## config.mk

```make
export PLATFORM = sky130hd
export DESIGN_NAME = tmc_timer
export DESIGN_NICKNAME = d
export VERILOG_FILES = /design/src/tmc_pkg.sv /design/src/tmc_timer.sv /design/src/tmc_prescaler.sv
export VERILOG_INCLUDE_DIRS = /design/src
export SDC_FILE = /design/constraint.sdc
export NUM_CORES = 1
export LEC_CHECK = 0
export CAP_MARGIN = 25
export CORE_MARGIN = 5
export CORE_UTILIZATION = 35
export CTS_CLUSTER_DIAMETER = 120
export DETAILED_ROUTE_END_ITERATION = 10
export DONT_BUFFER_PORTS = 1
export GPL_ROUTABILITY_DRIVEN = 0
export SLEW_MARGIN = 15
export SYNTH_ARGS = -nofsm -noshare
export SYNTH_HDL_FRONTEND = slang
export SYNTH_SLANG_ARGS = --single-unit
```

## constraint.sdc

```tcl
create_clock -name mclk -period 1.6 [get_ports mclk]
set_input_delay 0.24 -clock mclk [delete_from_list [all_inputs] [get_ports mclk]]
set_output_delay 0.24 -clock mclk [all_outputs]
set_load 0.03 [all_outputs]
```

## src/tmc_params.svh

```systemverilog
`ifndef TMC_PARAMS_SVH
`define TMC_PARAMS_SVH

// register offsets in the module window
`define TMC_OFS_CNT_HI 8'h04
`define TMC_OFS_CNT_LO 8'h05
`define TMC_OFS_CTRL 8'h06

// control register field positions
`define TMC_BIT_RUN 7
`define TMC_BIT_HALTW 6

// reset values
`define TMC_CTRL_RST 2'h0
`define TMC_CNT_RST 16'h0000
`define TMC_RDATA_RST 16'h0000
`define TMC_BYTE_ZERO 8'h00
`define TMC_CTRL_PAD 6'h00

// counts
`define TMC_CNT_STEP 16'h0001
`define TMC_CNT_MAX 16'hffff
`define TMC_DIV64_LAST 6'h3f
`define TMC_DIV64_RST 6'h00
`define TMC_DIV64_STEP 6'h01

`endif

```

## src/tmc_pkg.sv

```systemverilog
package tmc_pkg;
  typedef logic [15:0] tmc_count_t;
  typedef logic [15:0] tmc_data_t;
  typedef logic [7:0] tmc_addr_t;
  // control bits kept: run enable and halt in wait
  typedef struct packed {
    logic timer_run_enable;
    logic halt_in_wait;
  } tmc_ctrl_t;
endpackage

```

## src/tmc_timer.sv

```systemverilog
// Operation
// RQ1 - sixteen bit counter counts up only
// RQ2 - whole counter read as one coherent word
// RQ3 - counter readable always, writable only special
// RQ4 - counter write leaves prescaler phase untouched
// RQ5 - run enable bit seven stops timer
// RQ6 - divide-by-64 tick absent while timer inactive
// RQ7 - halt in wait bit six stops timer
// RQ8 - halt in wait also stops accumulator tick
// RQ9 - counter steps one per tick, wraps
`timescale 1ns/1ps
`include "tmc_params.svh"

module tmc_timer #(
  parameter int PRESC_W = 8,
  parameter logic [PRESC_W-1:0] PRESC_LAST = '0
) (
  // clock and reset
  input wire logic mclk,
  input wire logic rst,
  // register port
  input wire tmc_pkg::tmc_addr_t addr,
  input wire tmc_pkg::tmc_data_t wdata,
  input wire logic wr_stb,
  input wire logic rd_stb,
  output tmc_pkg::tmc_data_t rdata_q,
  // chip mode inputs
  input wire logic special_mode,
  input wire logic wait_mode,
  // status and ticks
  output logic timer_active_q,
  output logic pacc_tick_q
);
  import tmc_pkg::*;

  tmc_ctrl_t ctrl_q, ctrl_d;
  tmc_count_t cnt_q, cnt_d;
  tmc_data_t rdata_d;
  logic active_d;
  logic cnt_tick;
  logic div64_tick;
  logic wr_ctrl, wr_hi, wr_lo, rd_hi;

  assign wr_ctrl = wr_stb && (addr == `TMC_OFS_CTRL);
  assign wr_hi = wr_stb && (addr == `TMC_OFS_CNT_HI);
  assign wr_lo = wr_stb && (addr == `TMC_OFS_CNT_LO);
  assign rd_hi = rd_stb && (addr == `TMC_OFS_CNT_HI);

  // control register
  always_comb begin
    ctrl_d = ctrl_q;
    if (wr_ctrl) begin
      ctrl_d.timer_run_enable = wdata[`TMC_BIT_RUN];
      ctrl_d.halt_in_wait = wdata[`TMC_BIT_HALTW];
    end
  end

  always_ff @(posedge mclk) begin
    if (rst) begin
      ctrl_q <= `TMC_CTRL_RST;
    end else begin
      ctrl_q <= ctrl_d;
    end
  end

  // run gating: one term drives both the counter and the accumulator tick,
  // so the two always stop and restart together
  always_comb begin
    active_d = ctrl_q.timer_run_enable; // RQ5
    if (wait_mode && ctrl_q.halt_in_wait) begin
      active_d = 1'b0; // RQ7 RQ8
    end
  end

  always_ff @(posedge mclk) begin
    if (rst) begin
      timer_active_q <= 1'b0;
    end else begin
      timer_active_q <= active_d;
    end
  end

  // the prescaler sees the same next value that timer_active_q takes, so its
  // registered ticks only ever appear while timer_active_q is high
  tmc_prescaler #(
    .PRESC_W(PRESC_W),
    .PRESC_LAST(PRESC_LAST)
  ) u_presc (
    .mclk(mclk),
    .rst(rst),
    .active(active_d),
    .cnt_tick_q(cnt_tick),
    .div64_tick_q(div64_tick)
  );

  always_comb begin
    pacc_tick_q = div64_tick; // RQ6 RQ8
  end

  // main counter; a special mode write wins over a tick in the same cycle
  always_comb begin
    cnt_d = cnt_q;
    if (cnt_tick && timer_active_q) begin
      cnt_d = cnt_q + `TMC_CNT_STEP; // RQ1 RQ9
    end
    if (special_mode) begin // RQ3
      // the prescaler keeps its phase, so the next interval may be shorter than a full one, never longer
      if (wr_hi) begin
        cnt_d = wdata; // RQ4
      end else if (wr_lo) begin
        cnt_d = {cnt_q[15:8], wdata[7:0]}; // RQ4
      end
    end
  end

  always_ff @(posedge mclk) begin
    if (rst) begin
      cnt_q <= `TMC_CNT_RST;
    end else begin
      cnt_q <= cnt_d;
    end
  end

  // read data stands only in the cycle after the strobe
  always_comb begin
    rdata_d = `TMC_RDATA_RST;
    if (rd_stb) begin
      case (addr)
        `TMC_OFS_CNT_HI: begin
          rdata_d = cnt_q; // RQ2 RQ3
        end
        `TMC_OFS_CNT_LO: begin
          rdata_d = {`TMC_BYTE_ZERO, cnt_q[7:0]}; // RQ3
        end
        `TMC_OFS_CTRL: begin
          rdata_d = {`TMC_BYTE_ZERO, ctrl_q.timer_run_enable, ctrl_q.halt_in_wait, `TMC_CTRL_PAD};
        end
        default: begin
          rdata_d = `TMC_RDATA_RST;
        end
      endcase
    end
  end

  always_ff @(posedge mclk) begin
    if (rst) begin
      rdata_q <= `TMC_RDATA_RST;
    end else begin
      rdata_q <= rdata_d;
    end
  end
endmodule

```

## src/tmc_prescaler.sv

```systemverilog
`timescale 1ns/1ps
`include "tmc_params.svh"

module tmc_prescaler #(
  parameter int PRESC_W = 8,
  parameter logic [PRESC_W-1:0] PRESC_LAST = '0
) (
  // clock and reset
  input wire logic mclk,
  input wire logic rst,
  // gating from the control logic
  input wire logic active,
  // ticks
  output logic cnt_tick_q,
  output logic div64_tick_q
);
  import tmc_pkg::*;

  logic [PRESC_W-1:0] pre_q, pre_d;
  logic [5:0] d64_q, d64_d;
  logic cnt_tick_d, div64_tick_d;

  // both dividers freeze while inactive, so no tick of either kind appears
  always_comb begin
    pre_d = pre_q;
    d64_d = d64_q;
    cnt_tick_d = 1'b0;
    div64_tick_d = 1'b0;
    if (active) begin // RQ6
      if (pre_q == PRESC_LAST) begin
        pre_d = '0;
        cnt_tick_d = 1'b1;
      end else begin
        pre_d = pre_q + {{(PRESC_W-1){1'b0}}, 1'b1};
      end
      if (d64_q == `TMC_DIV64_LAST) begin
        d64_d = `TMC_DIV64_RST;
        div64_tick_d = 1'b1;
      end else begin
        d64_d = d64_q + `TMC_DIV64_STEP;
      end
    end
  end

  always_ff @(posedge mclk) begin
    if (rst) begin
      pre_q <= '0;
      d64_q <= `TMC_DIV64_RST;
      cnt_tick_q <= 1'b0;
      div64_tick_q <= 1'b0;
    end else begin
      pre_q <= pre_d;
      d64_q <= d64_d;
      cnt_tick_q <= cnt_tick_d;
      div64_tick_q <= div64_tick_d;
    end
  end
endmodule

```

=== Yosys cells after proc, flatten, opt, wreduce, memory -nomap -nowiden ===
Cells that the tools add are included.

* Register bits: 51
* Latch bits: 0
* RAM bits: 0
* Memory bits (read-only): 0
* Word-level logic and storage cells: 38
* Memories: 0

* Add/sub/neg operators: 3
* Multiply operators: 0
* Div/mod/pow operators: 0
* Order comparisons: 0
* Eq/ne operators: 5
* Shift operators: 0
* Multiplexer cells: 10
* Bitwise operators: 2
* Reduce and logical (&&, ||, !) cells: 8

{| class="wikitable"
|+ Operators with widths
! operator !! count
|-
| 16-bit 2-to-1 mux || 4
|-
| 16-bit one-hot mux with 3 select lines || 1
|-
| 8-bit by 3-bit equality test with 1-bit output, second input constant || 3
|-
| 16-bit by 1-bit adder with 16-bit output, second input constant || 1
|-
| 8-bit by 1-bit adder with 8-bit output, second input constant || 1
|-
| 8-bit zero test || 1
|-
| 8-bit 2-to-1 mux || 1
|-
| 6-bit by 1-bit adder with 6-bit output, second input constant || 1
|-
| 6-bit equality test, second input constant || 1
|-
| 6-bit 2-to-1 mux || 1
|-
| 1-bit logical AND || 5
|-
| 2-bit OR reduction || 2
|-
| 1-bit 2-to-1 mux || 3
|-
| 3-bit != test, second input constant || 1
|-
| 1-bit NOT || 2
|}

=== Depth between registers and ports, before layout ===
Gate-level depths: netlist of run 1.

* Depth after elaboration: 5
* Gate-level depth with buffers: 6
* Depth with buffers taken out: 6

=== Hierarchy ===
From an unflattened synthesis of run 1, not the netlist that was laid out.

* Cells, all modules: 251
* Area total of the unflattened synthesis: 2302.2 um2

{| class="wikitable"
|+ By module, submodules not included
! module !! times used !! cells each !! area an instance (um2) !! seq. area each (um2)
|-
| tmc_timer || 1 || 176 || 1601.5 || 700.7
|-
| tmc_prescaler || 1 || 75 || 700.7 || 320.3
|}

=== Least setup slack after synthesis of run 1 ===
Ideal clock, no wire load.

* Kind: reg-to-reg
* Start point: register timer_active_q
* End point: register cnt_q[15]
* Library setup time: 0.120 ns
* Arrival time: 1.391 ns
* Data required time: 1.480 ns
* Slack: 0.089 ns
* Cell stages (with the launch flop): 6
* Clock period less this slack: 1.511 ns
* Cell sequence: dfxtp_1 -> and4_1 -> nand3_1 -> nor4_2 -> a211oi_2 -> o31a_1

* Word-level cells in the longest chain between the ends: 5

{| class="wikitable"
|+ RTL lines
! element !! RTL line !! text
|-
| start: declaration || tmc_timer.sv:31 || <nowiki>output logic timer_active_q,</nowiki>
|-
| start signal: assignment || tmc_timer.sv:79 || <nowiki>timer_active_q <= active_d;</nowiki>
|-
| 1-bit logical AND (*) || tmc_timer.sv:103 || <nowiki>if (cnt_tick && timer_active_q) begin</nowiki>
|-
| 16-bit 2-to-1 mux (*) || tmc_timer.sv:103 ||
|-
| 16-bit 2-to-1 mux || tmc_timer.sv:110 || <nowiki>end else if (wr_lo) begin</nowiki>
|-
| 16-bit 2-to-1 mux || tmc_timer.sv:108 || <nowiki>if (wr_hi) begin</nowiki>
|-
| 16-bit 2-to-1 mux (*) || tmc_timer.sv:106 || <nowiki>if (special_mode) begin</nowiki>
|-
| end signal: assignment || tmc_timer.sv:118 || <nowiki>cnt_q <= `TMC_CNT_RST;</nowiki>
|-
| end signal: assignment || tmc_timer.sv:120 || <nowiki>cnt_q <= cnt_d;</nowiki>
|-
| end: declaration || tmc_timer.sv:37 || <nowiki>tmc_count_t cnt_q, cnt_d;</nowiki>
|}

Every way passes the cells marked *; elsewhere a longest branch is shown, timed or not. The select of a mux whose other input is x is not followed.
A chain may end at the register's enable or synchronous reset.

=== Worst setup path after layout of run 1 ===
* Start point: register ctrl_q[1] (netlist name)
* End point: register u_presc.d64_q[5]

* Word-level cells in the longest chain between the ends: 1

{| class="wikitable"
|+ RTL lines
! element !! RTL line !! text
|-
| start: declaration || tmc_timer.sv:36 || <nowiki>tmc_ctrl_t ctrl_q, ctrl_d;</nowiki>
|-
| start signal: assignment || tmc_timer.sv:60 || <nowiki>ctrl_q <= `TMC_CTRL_RST;</nowiki>
|-
| start signal: assignment || tmc_timer.sv:62 || <nowiki>ctrl_q <= ctrl_d;</nowiki>
|-
| 1-bit 2-to-1 mux || tmc_timer.sv:70 || <nowiki>if (wait_mode && ctrl_q.halt_in_wait) begin</nowiki>
|-
| end signal: assignment || tmc_prescaler.sv:48 || <nowiki>d64_q <= `TMC_DIV64_RST;</nowiki>
|-
| end: declaration || tmc_prescaler.sv:20 || <nowiki>logic [5:0] d64_q, d64_d;</nowiki>
|}

Every way passes these cells.

==> results of run 1 <==
cells in the final DEF (no fill, tap or decap), types with 2 or more instances in the layout:
cell type      instances
clkbuf_8               6
o21ai_0                2
nand3_1               12
nor4_4                 3
dfxtp_2                2
and2_1                14
a311oi_1               2
and4_1                 2
o21bai_1               6
nor3_2                 2
nand2_1               23
xnor2_1                6
and3_1                 6
nor2_1                31
inv_1                  4
nor3_1                 7
a21oi_1                7
buf_4                 11
nand4_1                8
ha_1                   4
dlygate4sd3_1          3
mux2i_1                2
dfxtp_1               49
a211oi_1              12
xor2_1                12
nand3b_1               2
logic make-up (layout without fill, tap and decap cells):
kind of cell	Yosys count	after routing
AND/OR/NAND/NOR	120	120
XOR/XNOR	18	18
buffers and inverters	11	25
adder cells (fa/ha/maj)	4	4
flip-flops	51	51
multiplexers	2	2
AO/OA/AOI/OAI	34	34
worst max-delay path: stages (launching register included):
cell	delay [ns]
dfxtp_1	0.39
a21boi_2	0.30
nand4_1	0.19
or3_1	0.37
a21oi_1	0.14
sequential cells by signal, indices dropped and copies added (netlist names):
signal / count
cnt_q: 16
ctrl_q: 2
rdata_q: 16
timer_active_q: 1
u_presc.cnt_tick_q: 1
u_presc.d64_q: 6
u_presc.div64_tick_q: 1
u_presc.pre_q: 8
cell type report:
cell class / instances / area (um^2) / share of cell area
Timing Repair Buffer: 14 / 112.6 / 0.04523
Clock inverter: 1 / 5.005 / 0.002010
Inverter: 4 / 15.01 / 0.006030
Sequential cell: 51 / 1023 / 0.4111
Tap cell: 77 / 96.34 / 0.03869
Multi-Input combinational cell: 178 / 1155 / 0.4638
Clock buffer: 6 / 82.58 / 0.03317
metal layers:
metal  GRT usage  up-vias
met5           0        -
li1            -      868
met1      0.1459      754
met3     0.04653        4
met2      0.2108       30
met4     0.03518        0
per-stage QoR:
stage          hold slack (ns)  area [um^2]  instances
2_1_floorplan           0.3872         2217        240
3_3_place_gp            0.3159         2340        320
3_5_place_dp            0.3183         2340        320
4_1_cts               0.001753         2447        329
5_1_grt                0.01224         2490        331
6_report               0.01998         2490        331
worst paths after layout:
check,start,to,slack (ns),cells past startpoint
min,rst,u_presc.cnt_tick_q$_SDFF_PP0_,0.02,1
max,ctrl_q[1]$_SDFFE_PP0P_,u_presc.d64_q[5]$_SDFFE_PP0P_,0.15,4
min reg2reg,cnt_q[14]$_SDFFE_PP0P_,rdata_q[14]$_SDFF_PP0_,0.49,1
max reg2reg,ctrl_q[1]$_SDFFE_PP0P_,u_presc.d64_q[5]$_SDFFE_PP0P_,0.15,4
what timing repair did:
item                       4_1_cts  5_1_grt
resized for setup                0        6
hold endpoints to repair        10        1
setup endpoints to repair        0        8
setup buffers                    0        1
hold buffers                     2        1
report_power, final:
| group | leakage [nW] | internal [mW] | total, mW | switching, mW |
|---|---|---|---|---|
| Combinational | 0.409 | 0.0215 | 0.0439 | 0.0224 |
| Clock | 0.0470 | 0.340 | 0.728 | 0.388 |
| Sequential | 0.412 | 1.27 | 1.27 | 0.000906 |
| Total | 0.867 | 1.63 | 2.04 | 0.412 |
==> summary.md, run 1 <==
| Metric | Value |
|---|---|
| Fillers | 625 |
| Post-synthesis simple-gate area fraction | 0.2985 |
| Syn_area_per_cell | 9.238 um^2 |
| Die ar. | 8026 um^2 |
| Residual DRC | 0 |
| CTS clock-pin slew for the worst setup and hold paths | 0.09 ns |
| Pin count of the biggest net entering global routing | 16 |
| Max transition margin | 0.7003 |
| CTS H-tree lvls | 2 |
| Global-route wire length before repair | 7.776 mm |
| Synth top cells by count | 51 x dfxtp_1, 31 x nor2_1, 23 x nand2_1 |
| Metal2 WL | 2.211 mm |
| Vias in the first global route | 1619 |
| Outcome | complete, no violations |
| Adder-cell area share of the yosys netlist | 0.02257 |
| Synth Area in XOR/XNOR | 0.07111 |
| Final setup margin | 0.1478 ns |
| Final Setup Violations | 0 |
| Total Routing Usage GR | 0.1241 |
| CP Max Fanout | 6 |
| Post-synth top area cell | dfxtp_1 |
| Dpl hpwl | 3.456 mm |
| Synth Net Count | 274 |
| Clock Path Buffers | 2 |
| EDFF count, synth | 0 |
| Max-cap viol count | 0 |
| Vias per cell | 5.003 |
| Synth Area in Compound Gates | 0.1095 |
| Hold Fails Final Rpt | 0 |
| Util after Layout | 0.3990 |
| Yosys reg bits | 51 |
| Count leader, synth | dfxtp_1 |
| Arrival @ worst endpoint | 1.69 ns |
| DR WL/cell | 14.01 um |
| Leak | 0.8671 nW |
| Final period utilization | 0.9076 |
| Max Clock Freq | 688.6 MHz |
| Min cycle time layout | 1.452 ns |
| Syn Inst Count | 240 |
| CP Capture Type | flop |
| Synth top area cells | dfxtp_1 46%, nor2_1 5.2%, xor2_1 4.7% |
| PortBufs | 0 |
| # IOs | 48 |
| Crit path launch type | flop |
| Final Skew | 0.007360 ns |
| Die width | 89.59 um |
| GRT Residual Overflow | 0 |
| CTS tree | yes |
| Fin. max-slew vios | 0 |
| Asr flop ratio synth | 0 |
| Largest family of logic cells by synthesized area | simple AND/OR/NAND/NOR gates |
| Chip height | 89.59 um |
| Setup CP Type | flop to flop |
| Worst-margin pin slew | 0.4481 ns |
| Initial antenna violation count | 0 |
| Initial Util | 0.3553 |
| Cell chosen for the clock root | clkbuf_8 |
| Rows | 29 |
| Yosys warning total | 0 |
| Yosys top cell area share | 0.4605 |
| Met3 wire len | 308 um |
| Mapped Area | 2217 um^2 |
| Yosys cell types | 40 |
| First-pass DRT Iterations | 4 |
| Seq/Total Area, Yosys | 0.4605 |
| WL met1 | 2.075 mm |
| DR iter-0 viols | 59 |
| Total power draw | 2.042 mW |
| Antenna Cells | 0 |
| VDD IR max | 394.4 uV |
| Placeable Area | 6241 um^2 |
| Path type of the worst min-delay path | primary input to flop |
| RSZ-0062 raised after global routing | no |
| Ratio of cells with drive above 1 in the final layout | 0.1260 |
| Critical Path RT | 1.83 ns |
| Dominant synthesized flop cell | dfxtp_1 |
| Top layer in use | met4 |
| Final-stage net count | 288 |
| Post-synthesis mux area share | 0.009029 |
| Dpl ws | 0.07462 ns |
| Clk sinks | 51 |
| TritonCTS Buffers | 5 |
| Setup_tns | 0 ns |
| Area growth, synth to finish | 12.30% |
| Clk_lat worst skew | 0.29 ns |
| Total wire length | 4.637 mm |
| Post-route ant nets | 0 |
| Power per cell area | 820.0 nW/um^2 |
| Via count | 1656 |
No activity file was read; power rests on OpenSTA's default activity.
==> run 2, diff against run 1 <==
--- a/config.mk
+++ b/config.mk
@@ -13,6 +13,7 @@
 export DETAILED_ROUTE_END_ITERATION = 10
 export DONT_BUFFER_PORTS = 1
 export GPL_ROUTABILITY_DRIVEN = 0
+export PLACE_DENSITY_LB_ADDON = 0.05
 export SLEW_MARGIN = 15
 export SYNTH_ARGS = -nofsm -noshare
 export SYNTH_HDL_FRONTEND = slang
==> run 2 against run 1 <==
  * Via count is 0.18% higher
  * Critical path depth is 1 higher
  * Setup slack worse by 0.068 ns
  * Largest power group unchanged
  * Clock power is 13% higher
  * Cell area is 0.50% higher
  * Power is 4.4% higher
  * Non-clock buffer count is 2 lower
==> summary.md, run 2 (synthesis results as in run 1) <==
| Metric | Value |
|---|---|
| Vias per cell | 5.027 |
| Pin count of the biggest net entering global routing | 18 |
| Die width | 89.59 um |
| CTS clock-pin slew for the worst setup and hold paths | 0.09 ns |
| PortBufs | 0 |
| Clock Path Buffers | 2 |
| Final Skew | 0.006395 ns |
| Critical-path cell list | nand4_1 > or2_4 > nor4_4 > nor3_1 > a211oi_1 |
| Global-route wire length before repair | 8.107 mm |
| Worst Hold Depth | 2 |
| Leak | 0.8637 nW |
| Fin. max-slew vios | 0 |
| Hold Fails Final Rpt | 0 |
| Post-route ant nets | 0 |
| Area growth, synth to finish | 12.87% |
| Clk sinks | 51 |
| Arrival @ worst endpoint | 1.74 ns |
| Worst Reg2Reg Path Length in Cells | 5 |
| Total Routing Usage GR | 0.1319 |
| Register-to-register setup slack | 0.08 ns |
| GRT Residual Overflow | 0 |
| Critical Path End | cnt_q[13]$_SDFFE_PP0P_ |
| Critical Path RT | 1.82 ns |
| DR WL/cell | 14.89 um |
| # IOs | 48 |
| Hold Slack | 0.07509 ns |
| Final setup margin | 0.07952 ns |
| CP Max Fanout | 5 |
| CP max stage delay | 0.38 ns |
| Die ar. | 8026 um^2 |
| Max-cap viol count | 0 |
| Clk_lat worst skew | 0.30 ns |
| RR Endpoint | cnt_q[13]$_SDFFE_PP0P_ |
| Final period utilization | 0.9503 |
| Total wire length | 4.913 mm |
| Final Setup Violations | 0 |
| Ratio of cells with drive above 1 in the final layout | 0.1383 |
| Dpl hpwl | 3.626 mm |
| Critical Path Source | cnt_q[5]$_SDFF_PP0_ |
| Max Clock Freq | 657.7 MHz |
| Max transition margin | 0.5063 |
| Outcome | complete, no violations |
| Power per cell area | 851.9 nW/um^2 |
| Final-stage net count | 286 |
| CP Capture Type | flop |
| Cell chosen for the clock root | clkbuf_8 |
| Setup CP Type | flop to flop |
| Vias in the first global route | 1637 |
| Antenna Cells | 0 |
| Rows | 29 |
| Placeable Area | 6241 um^2 |
| VDD IR max | 380.6 uV |
| Min cycle time layout | 1.520 ns |
| Slowest-stage cell, CP | dfxtp_4 |
| Reg-to-Reg Start | cnt_q[5]$_SDFF_PP0_ |
| Commonest non-fill, non-tap cell in the layout | dfxtp_1 |
| CTS H-tree lvls | 2 |
| First-pass DRT Iterations | 4 |
| Most frequent cells in the layout | 48 x dfxtp_1, 31 x nor2_1, 23 x nand2_1 |
| Residual DRC | 0 |
| Chip height | 89.59 um |
| Via count | 1659 |
| CTS tree | yes |
| Dpl ws | 0.04944 ns |
| Setup repair bufs after CTS | 0 |
| TritonCTS Buffers | 5 |
| Path type of the worst min-delay path | primary input to flop |
| Crit path launch type | flop |
| Initial Util | 0.3553 |
| Setup_tns | 0 ns |
| Initial antenna violation count | 0 |
| Top Registers | cnt_q (16), rdata_q (16), u_presc.pre_q (8) |
| Dpl cell area | 2347 um^2 |
| Worst-margin pin slew | 0.7381 ns |
| Finished Cell Area | 2502 um^2 |
| DR iter-0 viols | 66 |
run 2: cell types whose count changed in the layout (fill, tap and decap cells not counted):
cell,previous run,this run
nand3_2,0,1
a21boi_2,1,0
clkbuf_8,6,7
dfxtp_1,49,48
nand3_1,12,11
clkinvlp_4,0,1
dlygate4sd3_1,3,1
dfxtp_4,0,1
clkinv_2,1,0
a21boi_4,0,1
run 2: what timing repair did:
action                     in CTS  in global routing
gates resized for setup         0                 10
setup endpoints to repair       0                 10
hold buffers                    1                  0
hold endpoints to repair       17                  0
run 2: layout make-up:
class                   instances  area [um^2]
clock buffers                   7        96.34
clock inverters                 1        7.507
fillers                       643         3739
inverters                       4        15.01
multi-input cells             178         1167
flip-flops and latches         51         1027
well taps                      77        96.34
repair buffers                 12        92.59
run 2: how the worst min path moves through the flow:
stage                  start                       endpoint  slack (ns)
global placement         rst  u_presc.d64_q[4]$_SDFFE_PP0P_        0.31
finish                   rst         cnt_q[15]$_SDFFE_PP0P_        0.08
global route        wdata[7]         ctrl_q[1]$_SDFFE_PP0P_        0.06
CTS                      rst         cnt_q[15]$_SDFFE_PP0P_        0.06
floorplan           wdata[6]         ctrl_q[0]$_SDFFE_PP0P_        0.39
detailed placement       rst  u_presc.d64_q[2]$_SDFFE_PP0P_        0.32
run 2: metrics by stage:
| step | power [mW] | util | cells |
|---|---|---|---|
| global placement | 1.331 | 0.3761 | 321 |
| detailed placement | 1.330 | 0.3761 | 321 |
| finish | 2.132 | 0.4010 | 330 |
| floorplan | 1.331 | - | 240 |
| global route | 2.241 | 0.4010 | 330 |
| CTS | 2.183 | 0.3943 | 330 |
run 2: power breakdown:
| part | switching [mW] | internal (mW) | leakage [nW] | total [mW] |
|---|---|---|---|---|
| combinational | 0.0228 | 0.0175 | 0.401 | 0.0403 |
| sequential | 0.000897 | 1.27 | 0.412 | 1.27 |
| clock | 0.429 | 0.394 | 0.0505 | 0.823 |
| total | 0.453 | 1.68 | 0.864 | 2.13 |
run 2: layer usage:
metal / track usage / wire length, um / part of all wire / vias up
li1: - / - / - / 868
met4: 0.04060 / 66 / 0.013 / 0
met3: 0.04836 / 374 / 0.076 / 6
met2: 0.2134 / 2220 / 0.45 / 35
met5: 0 / 0 / 0 / -
met1: 0.1635 / 2252 / 0.46 / 750
run 2: worst max-delay path: cells and delay by family, from the launching register on:
family,cells,cell delay [ns]
flops,1,0.38
simple gates,4,0.81
compound gates,1,0.24
